$ cat config.mk
export PLATFORM = sky130hd
export DESIGN_NAME = chi_irq_status
export DESIGN_NICKNAME = d
export VERILOG_FILES = /design/src/chi_pkg.sv /design/src/chi_irq_status.sv
export SDC_FILE = /design/constraint.sdc
export NUM_CORES = 1
export LEC_CHECK = 0
export BUFFER_PORTS_ARGS = -buffer_cell sky130_fd_sc_hd__buf_4
export CORE_UTILIZATION = 45
export CTS_BUF_LIST = sky130_fd_sc_hd__clkbuf_8
export DETAILED_ROUTE_END_ITERATION = 10
export HOLD_SLACK_MARGIN = 0.03
export PLACE_DENSITY = 0.74
export SYNTH_ARGS = -nofsm -noshare
export SYNTH_HDL_FRONTEND = slang
export SYNTH_SLANG_ARGS = --single-unit
$ cat constraint.sdc
create_clock -name clk -period 5 [get_ports clk]
set_input_delay 1.5 -clock clk [delete_from_list [all_inputs] [get_ports clk]]
set_output_delay 1.5 -clock clk [all_outputs]
set_load 0.03 [all_outputs]
$ cat src/chi_pkg.sv
package chi_pkg;

  // ==========================================================
  // register map
  localparam int unsigned ADDR_W    = 12;
  localparam logic [11:0] OFS_RAW   = 12'h000;
  localparam logic [11:0] OFS_MASK  = 12'h004;
  localparam logic [11:0] OFS_CLEAR = 12'h008;

  // ==========================================================
  // raw status bit positions
  localparam int unsigned B_LINE3      = 19;
  localparam int unsigned B_CARD_IRQ   = 18;
  localparam int unsigned B_XFER_DONE  = 17;
  localparam int unsigned B_BLOCK_CRC  = 16;
  localparam int unsigned B_REPLY_RDY  = 15;
  localparam int unsigned B_REPLY_CRC  = 14;
  localparam int unsigned B_LINE3_LOW  = 13;
  localparam int unsigned B_LINE3_HIGH = 12;
  localparam int unsigned B_CMD_SENT   = 11;
  localparam int unsigned B_CARD_IDLE  = 10;
  localparam int unsigned B_OUT_EXT    = 9;
  localparam int unsigned B_IN_EXT     = 8;
  localparam int unsigned B_IN_BUS     = 7;
  localparam int unsigned B_OUT_BUS    = 6;
  localparam int unsigned B_IN_FULL    = 5;
  localparam int unsigned B_IN_LEVEL   = 4;
  localparam int unsigned B_IN_NONEMP  = 3;
  localparam int unsigned B_OUT_NFULL  = 2;
  localparam int unsigned B_OUT_SPACE  = 1;
  localparam int unsigned B_OUT_EMPTY  = 0;

  // ==========================================================
  // widths and reset values
  localparam int unsigned SRC_W      = 19;
  localparam int unsigned EVT_W      = 18;
  localparam logic [18:0] MASK_RESET = 19'h7_FFFF;
  localparam logic [17:0] EVT_RESET  = 18'h0_0000;
  localparam logic [1:0]  PTR_RESET  = 2'h0;
  localparam int unsigned FIFO_BYTES = 64;

  // ==========================================================
  // types
  typedef enum logic [1:0] {CHI_BYTE, CHI_HALF, CHI_WORD} chi_size_t;

  typedef struct packed {
    logic        sel;
    logic        enable;
    logic        write;
    logic [11:0] addr;
    logic [31:0] wdata;
  } chi_apb_req_t;

  typedef struct packed {
    logic cmd_sent;
    logic reply_ready;
    logic reply_crc_bad;
    logic block_crc_bad;
    logic xfer_done;
    logic busy_end;
    logic out_ext_err;
    logic in_ext_err;
  } chi_card_evt_t;

  typedef struct packed {
    logic      strobe;
    chi_size_t size;
  } chi_fifo_acc_t;

endpackage

$ cat src/chi_irq_status.sv
`timescale 1ns/1ps

// Summary of operation
// RULE1: raw unmasked sources readable at offset 0x00, read only.
// RULE2: bit 19 shows the live card_line3 level, never latched.
// RULE3: bit 18 follows the card interrupt; maskable, clear register ignores it.
// RULE4: bit 17 sets when a card data transfer finishes.
// RULE5: bit 16 sets when a data block crc check fails.
// RULE6: bit 15 sets when a response sits in the response buffer.
// RULE7: bit 14 sets when a received response fails its crc.
// RULE8: bit 13 sets while data engine idle and card_line3 low.
// RULE9: bit 12 sets while data engine idle and card_line3 high.
// RULE10: bit 11 sets when the command has been fully sent.
// RULE11: bit 10 sets when the card stops signalling busy.
// RULE12: bit 9 sets on card-side transmit queue overrun or misalignment.
// RULE13: bit 8 sets on card-side receive queue underrun or misalignment.
// RULE14: bit 7 sets on bus-side receive queue underrun or misalignment.
// RULE15: bit 6 sets on bus-side transmit queue overrun or misalignment.
// RULE16: width change with byte pointer off byte 0 is a misaligned access.
// RULE17: raw status bits 18 to 0 reset to zero; bits 31 to 20 read zero.
// RULE18: bits 5 to 0 report receive and transmit queue level conditions.
// RULE19: one mask bit per source, one masks, all set at reset.
// RULE20: writing one to the clear register clears that source in bits 17 to 0; zero ignored.
// RULE21: interrupt output high when any unmasked source is set.
module chi_irq_status #(
  parameter int unsigned FIFO_DEPTH = chi_pkg::FIFO_BYTES
) (
  input  wire logic                   clk,
  input  wire logic                   reset,
  input  wire chi_pkg::chi_apb_req_t  apb_req,
  output logic [31:0]                 prdata,
  output logic                        pready,
  output logic                        pslverr,
  input  wire chi_pkg::chi_card_evt_t card_evt,
  input  wire logic                   card_irq_level,
  input  wire logic                   card_line3,
  input  wire logic                   data_idle,
  input  wire chi_pkg::chi_fifo_acc_t out_bus_wr,
  input  wire chi_pkg::chi_fifo_acc_t in_bus_rd,
  input  wire logic [7:0]             in_count,
  input  wire logic [7:0]             out_space,
  input  wire logic [7:0]             in_half_level,
  input  wire logic [7:0]             out_half_level,
  output logic                        irq
);
  import chi_pkg::*;

  // the queue counts are 8 bits wide, so deeper queues cannot be reported
  if (FIFO_DEPTH == 0 || FIFO_DEPTH > 255) begin : g_bad_depth
    $error("FIFO_DEPTH must lie in 1..255");
  end

  // ==========================================================
  // decoding helpers
  function automatic logic addr_mapped(input logic [11:0] a);
    addr_mapped = (a == OFS_RAW) || (a == OFS_MASK) || (a == OFS_CLEAR);
  endfunction

  function automatic logic [7:0] size_bytes(input chi_size_t s);
    case (s)
      CHI_BYTE: size_bytes = 8'h01;
      CHI_HALF: size_bytes = 8'h02;
      CHI_WORD: size_bytes = 8'h04;
      default:  size_bytes = 8'h04;
    endcase
  endfunction

  function automatic logic misaligned(input chi_size_t s, input chi_size_t prev,
                                      input logic [1:0] ptr);
    misaligned = (s != prev) && (ptr != PTR_RESET);
  endfunction

  // ==========================================================
  // state
  logic [EVT_W-1:0] evt_src;
  logic [EVT_W-1:0] evt_set;
  logic [EVT_W-1:0] evt_clr;
  logic [SRC_W-1:0] mask;
  logic             card_irq_q;
  logic [31:0]      status;
  logic             setup_rd;
  logic             acc_wr;
  logic [1:0]       bus_err;

  logic [7:0] depth8;
  assign depth8 = 8'(FIFO_DEPTH);

  assign setup_rd = apb_req.sel && !apb_req.enable && !apb_req.write;
  assign acc_wr   = apb_req.sel && apb_req.enable && apb_req.write;

  // ==========================================================
  // bus-side queue access trackers: 0 = transmit write, 1 = receive read
  chi_fifo_acc_t acc   [2];
  logic [7:0]    avail [2];
  assign acc[0]   = out_bus_wr;
  assign acc[1]   = in_bus_rd;
  assign avail[0] = out_space;
  assign avail[1] = in_count;

  genvar g;
  generate
    for (g = 0; g < 2; g++) begin : g_trk
      logic [1:0] ptr;
      chi_size_t  prev;
      logic [7:0] nb;
      assign nb = size_bytes(acc[g].size);
      // RULE16: width change check
      assign bus_err[g] = acc[g].strobe &&
                          (misaligned(acc[g].size, prev, ptr) || (avail[g] < nb));
      // the byte pointer wraps modulo a word, so only its low bits matter
      always_ff @(posedge clk) begin
        if (reset) begin
          ptr  <= PTR_RESET;
          prev <= CHI_WORD;
        end else if (acc[g].strobe) begin
          ptr  <= ptr + nb[1:0];
          prev <= acc[g].size;
        end
      end
    end
  endgenerate

  // ==========================================================
  // event set terms
  always_comb begin
    evt_set = EVT_RESET;
    // RULE4: transfer done
    evt_set[B_XFER_DONE]  = card_evt.xfer_done;
    // RULE5: data crc fail
    evt_set[B_BLOCK_CRC]  = card_evt.block_crc_bad;
    // RULE6: response ready
    evt_set[B_REPLY_RDY]  = card_evt.reply_ready;
    // RULE7: response crc fail
    evt_set[B_REPLY_CRC]  = card_evt.reply_crc_bad;
    // RULE8: idle line low
    evt_set[B_LINE3_LOW]  = data_idle && !card_line3;
    // RULE9: idle line high
    evt_set[B_LINE3_HIGH] = data_idle && card_line3;
    // RULE10: command sent
    evt_set[B_CMD_SENT]   = card_evt.cmd_sent;
    // RULE11: busy ended
    evt_set[B_CARD_IDLE]  = card_evt.busy_end;
    // RULE12: card-side transmit error
    evt_set[B_OUT_EXT]    = card_evt.out_ext_err;
    // RULE13: card-side receive error
    evt_set[B_IN_EXT]     = card_evt.in_ext_err;
    // RULE14: bus-side receive error
    evt_set[B_IN_BUS]     = bus_err[1];
    // RULE15: bus-side transmit error
    evt_set[B_OUT_BUS]    = bus_err[0];
    // RULE18: queue level flags
    evt_set[B_IN_FULL]    = (in_count == depth8);
    evt_set[B_IN_LEVEL]   = (in_count > in_half_level);
    evt_set[B_IN_NONEMP]  = (in_count != 8'h00);
    evt_set[B_OUT_NFULL]  = (out_space != 8'h00);
    evt_set[B_OUT_SPACE]  = (out_space > out_half_level);
    evt_set[B_OUT_EMPTY]  = (out_space == depth8);
  end

  // RULE20: write-one clear
  assign evt_clr = (acc_wr && apb_req.addr == OFS_CLEAR) ?
                   apb_req.wdata[EVT_W-1:0] : EVT_RESET;

  // ==========================================================
  // sticky sources; a set in the clearing cycle wins
  // RULE17: zero after reset
  always_ff @(posedge clk) begin
    if (reset) begin
      evt_src <= EVT_RESET;
    end else begin
      evt_src <= (evt_src & ~evt_clr) | evt_set;
    end
  end

  // RULE3: level from card, clear register has no path here
  always_ff @(posedge clk) begin
    if (reset) begin
      card_irq_q <= 1'b0;
    end else begin
      card_irq_q <= card_irq_level;
    end
  end

  // RULE19: mask register
  always_ff @(posedge clk) begin
    if (reset) begin
      mask <= MASK_RESET;
    end else if (acc_wr && apb_req.addr == OFS_MASK) begin
      mask <= apb_req.wdata[SRC_W-1:0];
    end
  end

  // RULE21: unmasked source drives the pin
  always_ff @(posedge clk) begin
    if (reset) begin
      irq <= 1'b0;
    end else begin
      irq <= |({card_irq_q, evt_src} & ~mask);
    end
  end

  // ==========================================================
  // register read path
  // RULE2: live line level
  assign status = {12'h000, card_line3, card_irq_q, evt_src};

  // read data is captured in the setup phase so it comes from flops
  // RULE1: raw status read
  always_ff @(posedge clk) begin
    if (reset) begin
      prdata <= 32'h0000_0000;
    end else if (setup_rd) begin
      case (apb_req.addr)
        OFS_RAW:  prdata <= status;
        OFS_MASK: prdata <= {13'h0000, mask};
        default:  prdata <= 32'h0000_0000;
      endcase
    end
  end

  assign pready  = 1'b1;
  assign pslverr = apb_req.sel && apb_req.enable && !addr_mapped(apb_req.addr);

  // ==========================================================
  // checks
  property p_irq_unmasked;
    @(posedge clk) disable iff (reset)
      (evt_src[B_XFER_DONE] && !mask[B_XFER_DONE]) |=> irq;
  endproperty
  a_irq_unmasked: assert property (p_irq_unmasked) else $error("irq missing"); // RULE21

  property p_line3_live;
    @(posedge clk) disable iff (reset)
      (setup_rd && apb_req.addr == OFS_RAW) |=> (prdata[B_LINE3] == $past(card_line3));
  endproperty
  a_line3_live: assert property (p_line3_live) else $error("line3 bit stale"); // RULE2

  property p_card_irq_kept;
    @(posedge clk) disable iff (reset)
      (card_irq_level && evt_clr != EVT_RESET) |=> card_irq_q;
  endproperty
  a_card_irq_kept: assert property (p_card_irq_kept) else $error("card irq cleared"); // RULE3

  property p_xfer_set;
    @(posedge clk) disable iff (reset)
      card_evt.xfer_done |=> evt_src[B_XFER_DONE] [*1] ##0 status[B_XFER_DONE];
  endproperty
  a_xfer_set: assert property (p_xfer_set) else $error("done flag not set"); // RULE4

  property p_reply_sticky;
    @(posedge clk) disable iff (reset)
      (evt_src[B_REPLY_RDY] && !evt_clr[B_REPLY_RDY]) |=> evt_src[B_REPLY_RDY];
  endproperty
  a_reply_sticky: assert property (p_reply_sticky) else $error("reply flag lost"); // RULE6

  property p_clear_one;
    @(posedge clk) disable iff (reset)
      (evt_clr[B_BLOCK_CRC] && !card_evt.block_crc_bad) |=> !evt_src[B_BLOCK_CRC];
  endproperty
  a_clear_one: assert property (p_clear_one) else $error("clear ignored"); // RULE20

  property p_line3_low;
    @(posedge clk) disable iff (reset)
      (data_idle && !card_line3) |=> evt_src[B_LINE3_LOW];
  endproperty
  a_line3_low: assert property (p_line3_low) else $error("line3 low flag missing"); // RULE8

  property p_misalign;
    @(posedge clk) disable iff (reset)
      (out_bus_wr.strobe && out_bus_wr.size != g_trk[0].prev && g_trk[0].ptr != 2'h0)
      |=> evt_src[B_OUT_BUS];
  endproperty
  a_misalign: assert property (p_misalign) else $error("misaligned write missed"); // RULE16

  property p_reserved_zero;
    @(posedge clk) disable iff (reset)
      setup_rd |=> (prdata[31:20] == 12'h000);
  endproperty
  a_reserved_zero: assert property (p_reserved_zero) else $error("reserved bits set"); // RULE17

  property p_block_crc_set;
    @(posedge clk) disable iff (reset)
      card_evt.block_crc_bad |=> evt_src[B_BLOCK_CRC];
  endproperty
  a_block_crc_set: assert property (p_block_crc_set) else $error("data crc flag missing"); // RULE5

  property p_reply_crc_set;
    @(posedge clk) disable iff (reset)
      card_evt.reply_crc_bad |=> evt_src[B_REPLY_CRC];
  endproperty
  a_reply_crc_set: assert property (p_reply_crc_set) else $error("reply crc flag missing"); // RULE7

  property p_line3_high;
    @(posedge clk) disable iff (reset)
      (data_idle && card_line3) |=> evt_src[B_LINE3_HIGH];
  endproperty
  a_line3_high: assert property (p_line3_high) else $error("line3 high flag missing"); // RULE9

  property p_cmd_sent;
    @(posedge clk) disable iff (reset)
      card_evt.cmd_sent |=> evt_src[B_CMD_SENT];
  endproperty
  a_cmd_sent: assert property (p_cmd_sent) else $error("command sent flag missing"); // RULE10

  property p_card_idle;
    @(posedge clk) disable iff (reset)
      card_evt.busy_end |=> evt_src[B_CARD_IDLE];
  endproperty
  a_card_idle: assert property (p_card_idle) else $error("busy end flag missing"); // RULE11

  property p_out_ext;
    @(posedge clk) disable iff (reset)
      card_evt.out_ext_err |=> evt_src[B_OUT_EXT];
  endproperty
  a_out_ext: assert property (p_out_ext) else $error("card side transmit error missing"); // RULE12

  property p_in_ext;
    @(posedge clk) disable iff (reset)
      card_evt.in_ext_err |=> evt_src[B_IN_EXT];
  endproperty
  a_in_ext: assert property (p_in_ext) else $error("card side receive error missing"); // RULE13

  property p_in_under;
    @(posedge clk) disable iff (reset)
      (in_bus_rd.strobe && in_count < size_bytes(in_bus_rd.size)) |=> evt_src[B_IN_BUS];
  endproperty
  a_in_under: assert property (p_in_under) else $error("receive underrun missed"); // RULE14

  property p_out_over;
    @(posedge clk) disable iff (reset)
      (out_bus_wr.strobe && out_space < size_bytes(out_bus_wr.size)) |=> evt_src[B_OUT_BUS];
  endproperty
  a_out_over: assert property (p_out_over) else $error("transmit overrun missed"); // RULE15

  property p_in_misalign;
    @(posedge clk) disable iff (reset)
      (in_bus_rd.strobe && in_bus_rd.size != g_trk[1].prev && g_trk[1].ptr != PTR_RESET)
      |=> evt_src[B_IN_BUS];
  endproperty
  a_in_misalign: assert property (p_in_misalign) else $error("misaligned read missed"); // RULE16

  property p_level_full;
    @(posedge clk) disable iff (reset)
      (in_count == depth8) |=> evt_src[B_IN_FULL];
  endproperty
  a_level_full: assert property (p_level_full) else $error("receive full flag missing"); // RULE18

  property p_mask_write;
    @(posedge clk) disable iff (reset)
      (acc_wr && apb_req.addr == OFS_MASK) |=> (mask == $past(apb_req.wdata[SRC_W-1:0]));
  endproperty
  a_mask_write: assert property (p_mask_write) else $error("mask write lost"); // RULE19

  property p_raw_read;
    @(posedge clk) disable iff (reset)
      (setup_rd && apb_req.addr == OFS_RAW) |=> (prdata == $past(status));
  endproperty
  a_raw_read: assert property (p_raw_read) else $error("raw status read wrong"); // RULE1

endmodule

Word-level counts from Yosys, hierarchy flattened
Index checks and enable logic that the tools add are counted.

storage, ports and cells
  register bits after elaboration = 79
  output and inout bits = 35
  logic and storage cells = 61

cells by class
  bitwise operators = 5
  equal/unequal tests = 8
  $add $sub $neg = 2
  $lt $le $gt $ge = 4
  reductions and logical operators = 29
  multiplexer cells = 4

operator list
  kind                                                                    count
  20-bit one-hot mux with 2 select lines                                  1
  19-bit bitwise AND                                                      1
  19-bit NOT                                                              1
  19-bit OR reduction                                                     1
  18-bit bitwise AND                                                      1
  18-bit 2-to-1 mux                                                       1
  18-bit NOT                                                              1
  18-bit OR                                                               1
  8-bit by 7-bit equality test with 1-bit output, second input constant   2
  8-bit greater-than comparator                                           2
  8-bit less-than comparator                                              2
  8-bit nonzero test                                                      2
  1-bit logical AND                                                       13
  12-bit by 3-bit equality test with 1-bit output, second input constant  1
  12-bit by 4-bit equality test with 1-bit output, second input constant  1
  12-bit zero test                                                        1
  3-bit one-hot mux with 2 select lines                                   2
  2-bit adder                                                             2
  2-bit by 1-bit equality test with 1-bit output, second input constant   2
  1-bit zero test                                                         4
  2-bit zero test                                                         2
  1-bit logical OR                                                        4
  2-bit inequality test                                                   2
  2-bit nonzero test                                                      2

Logic depth before layout (Yosys ltp)
  depth in word-level cells = 7
  mapped depth = 6
  gate-level depth less buffers = 6

Worst setup path before layout
No wires, ideal clock.

  path kind = in2out
  start point = in apb_req[34] (netlist name)
  end point = out pslverr
  data required time = 3.500 ns
  arrival = 2.849 ns
  stages on the path = 4
  setup slack = 0.651 ns
  cell sequence = clkbuf_1 -> buf_1 -> nand2_1 -> a41oi_1

on the way
  longest elaborated chain between the ends = 5
  elaborated cells on any way between the ends = 7
  those cells by class = eq/ne (2); reduce/logical (5)

ends and longest elaborated chain
  item                                                                                 RTL line               text
  start: declaration                                                                   chi_irq_status.sv:30   input wire chi_pkg::chi_apb_req_t apb_req,
  12-bit by 3-bit equality test with 1-bit output or 12-bit zero test (tied branches)  chi_irq_status.sv:56   addr_mapped = (a == OFS_RAW) || (a == OFS_MASK) || (a == OFS_CLEAR);
  1-bit logical OR                                                                     chi_irq_status.sv:56
  1-bit logical OR *                                                                   chi_irq_status.sv:56
  1-bit zero test *                                                                    chi_irq_status.sv:222  assign pslverr = apb_req.sel && apb_req.enable && !addr_mapped(apb_req.addr);
  1-bit logical AND *                                                                  chi_irq_status.sv:222
  end: declaration                                                                     chi_irq_status.sv:33   output logic pslverr,

Mark *: on every way between the ends. The rest lies on a longest branch, timed or not.

Final worst setup path
Same ends and word-level chain as after synthesis.

==> run_results.csv <==
group,metric,value,unit
run_status,status,"complete, no violations",
floorplanning,die_height,91.8,um
finish,regArea,1340,sq um
power_and_ir_drop,p_int,0.913,mW
synth,netlist-cell-type-count,46,
setup_path,slowest_delay,0.34,ns
detailed_routing,drc,0,
setup_path,r2r_end,"irq",
sta,final.setup_skew,0.0111,ns
cts,cts_resized,0,
cts,clk_latency,0.34,ns
setup_path,start_kind,"input port",
cts,clk_pin_slew,0.07,ns
sta,worst-slew-pin-transition,0.843,ns
place,gp_congestion,0.847,
finish,syn_to_final_growth,27.4,%
detailed_routing,antenna_left,0,
floorplanning,core_area,7770,sq um
cts,cts_buffers,9,
place,dp.cells,597,
hold_path,min_from,"prdata[12]",
power_and_ir_drop,netSwitchingFraction,25.4,%
global_route,grt_most_used_layer,"met2",
detailed_routing,viasPerCell,5.28,
power_and_ir_drop,p_leak,2.22,nW
global_route,globalRouteMet1Util,26.1,%
finish,multi_input_area,1970,sq um
sta,timing.final.hold_violations,0,
flow_run,maxCapViolations,0,
cts,cts.sinks,67,
floorplanning,start_util,46.7,%
synth,ys_seq_area_share,36.9,%
setup_path,worstPathCellList,"buf_4 -> nand2_1 -> a41oi_1 -> buf_4",
global_route,grt_max_degree,44,
synth,synth_common_cells,"dfxtp_1, inv_1, nand2_1",
finish,stdcell_area,4620,sq um
setup_path,arrival,2.36,ns
setup_path,r2r_slack,3.66,ns
cts,cts-root-buf,"clkbuf_8",
global_route,overflow,0,
floorplanning,num_io_pins,133,
detailed_routing,wl,8670,um
global_route,grt_use_met3,5.80,%
finish,layout.nets,626,
power_and_ir_drop,irDropWorstVdd,138,uV
detailed_routing,drt_pass1_iterations,5,
synth,synth_seq_cells,67,
cts,cts_buffer_depth,2,
finish,layout.cells.non_filler,612,
place,pre_cts_ws,1.14,ns
place,post-dp-hpwl,6500,um
place,portBuffers,106,
detailed_routing,drtIter0Drc,140,
synth,avgSynthCellArea,8.83,sq um
cts,cts_hold_buffers,0,
synth,ys_warn_count,0,
global_route,grt_pass1_vias,3042,
sta,clock.fmax,0.259,GHz
synth,yosysTopAreaCell,"dfxtp_1",
power_and_ir_drop,clkPwrFrac,39.8,%
synth,synthArstFlopShare,0,%
power_and_ir_drop,pwr-share-seq,45.7,%
setup_path,required,3.50,ns
synth,yosysMostFrequentCell,"dfxtp_1",
sta,rsz0062_at_grt,"no",
floorplanning,rows,32,
synth,synth_edf_count,0,
setup_path,ff2ff_path_depth,4,
detailed_routing,vias,3234,
cts,cts_max_level,3,
setup_path,cp_common_cell,"buf_4",
synth,synth_flop_cell,"dfxtp_1",
hold_path,whs_path_depth,2,
setup_path,rr_startpoint,"mask[12]",
global_route,antenna_found_initial,0,
power_and_ir_drop,pwr-share-comb,14.5,%
finish,antenna_cells,0,
synth,netlist.area_leader.share,36.9,%
place,placed_area,4410,sq um
global_route,grt_pass1_wl,14400,um
setup_path,worst_path_max_delay_cell,"buf_4",
hold_path,worstHoldPathType,"reg2reg",
cts,cts_tree,"done",
floorplanning,dieWidth,91.8,um
floorplanning,fp.dieArea,8430,sq um
cts,cts_setup_buffers,0,
synth,syn_area,3630,sq um
sta,finalCriticalPeriod,3.86,ns
sta,fin_setup_tns,0,ns
sta,slew_headroom,43.7,%
sta,period_share,77.1,%
sta,drv_slew,0,
power_and_ir_drop,powerDensity,265,nW/um^2
setup_path,cp-end-kind,"primary output",
hold_path,holdPathEnd,"prdata[12]",
global_route,grt.met2_usage,36.5,%
synth,syn_inst,411,
finish,utilization,59.5,%
setup_path,cp_max_fo,23,
setup_path,crit_type,"in2out",
sta,fin_ws,1.14,ns
global_route,grt_use_total,21.5,%
power_and_ir_drop,p_switching,0.312,mW
finish,fillers,723,
detailed_routing,wl_per_cell,14.2,um
synth,ys_top_cells_by_area,"dfxtp_1, ha_1, mux2i_1",
sta,setup_viol,0,
finish,drive_gt1_share,27.3,%
==> worst max-delay path: cells and delay by family <==
| family | cells | cell delay (ns) |
|---|---|---|
| AOI/OAI and AO/OA | 1 | 0.22 |
| and+or+nand+nor | 1 | 0.10 |
| buffers and inverters | 2 | 0.53 |
==> power groups by stage <==
stage	logic (mW)	clock network, mW	registers [mW]
after floorplan	0.105	0	0.568
after global placement	0.172	0	0.571
after detailed placement	0.177	0	0.572
after CTS	0.178	0.500	0.560
after global routing	0.197	0.527	0.562
final	0.177	0.488	0.560
==> cells in the final DEF (no fill, tap or decap), types with 3 or more instances in the layout <==
cell type  count
mux2i_1       25
conb_1        13
ha_1          22
nand4_1        4
nand2_1       34
o22ai_1        5
and3_1        16
a311o_1        6
xor2_1         6
a31o_1         3
dfxtp_1       67
a211o_1       16
nor2b_1        5
inv_1         41
clkbuf_8       9
buf_4        109
nor2_1        21
nand2b_1       8
o21ai_2        9
nand3_1        3
a311oi_1      12
o21ai_0        6
or4_1          4
o21ai_1       11
a21oi_1       21
nor3_1         3
==> sequential cells by signal, indices dropped and copies added, names as in the netlist <==
register,count
mask,19
g_trk.ptr,4
irq,1
evt_src,18
prdata,20
g_trk.prev,4
card_irq_q,1
==> layout make-up <==
type	count	area share (%)
inverters	42	3.41
multi-input cells	277	42.5
repair buffers	109	17.7
clock buffers	9	2.68
well taps	102	2.76
clock inverters	6	1.95
flip-flops and latches	67	29.0
==> how the worst max path moves through the flow <==
| stage | start | endpoint | slack, ns | cells after the start |
|---|---|---|---|---|
| CTS | apb_req[34] | pslverr | 1.13 | 4 |
| global route | apb_req[34] | pslverr | 1.10 | 4 |
| global placement | apb_req[34] | pslverr | 1.14 | 4 |
| detailed placement | apb_req[34] | pslverr | 1.14 | 4 |
| floorplan | apb_req[34] | pslverr | 0.65 | 4 |
| finish | apb_req[34] | pslverr | 1.14 | 4 |
==> routing by layer <==
metal	up-vias	share of wire [%]
met2	84	50
met5	-	0
met3	8	5.2
li1	1630	-
met1	1512	44
met4	0	1.1
==> metrics by stage <==
step	hold WS (ns)	power [mW]
after floorplan	0.449	0.673
after global placement	0.438	0.743
after detailed placement	0.444	0.749
after CTS	0.454	1.24
after global routing	0.475	1.29
final	0.451	1.23
==> cell families after synthesis <==
kind of cell    share of synthesized area, %
compound gates                          20.7
xor+xnor                                1.45
fa+ha+maj                               7.58
buf+inv                                 10.1
flops                                   36.9
mux                                     6.89
other cells                            0.207
simple gates                            16.2
Note: power is estimated with default switching activity, not from simulation.
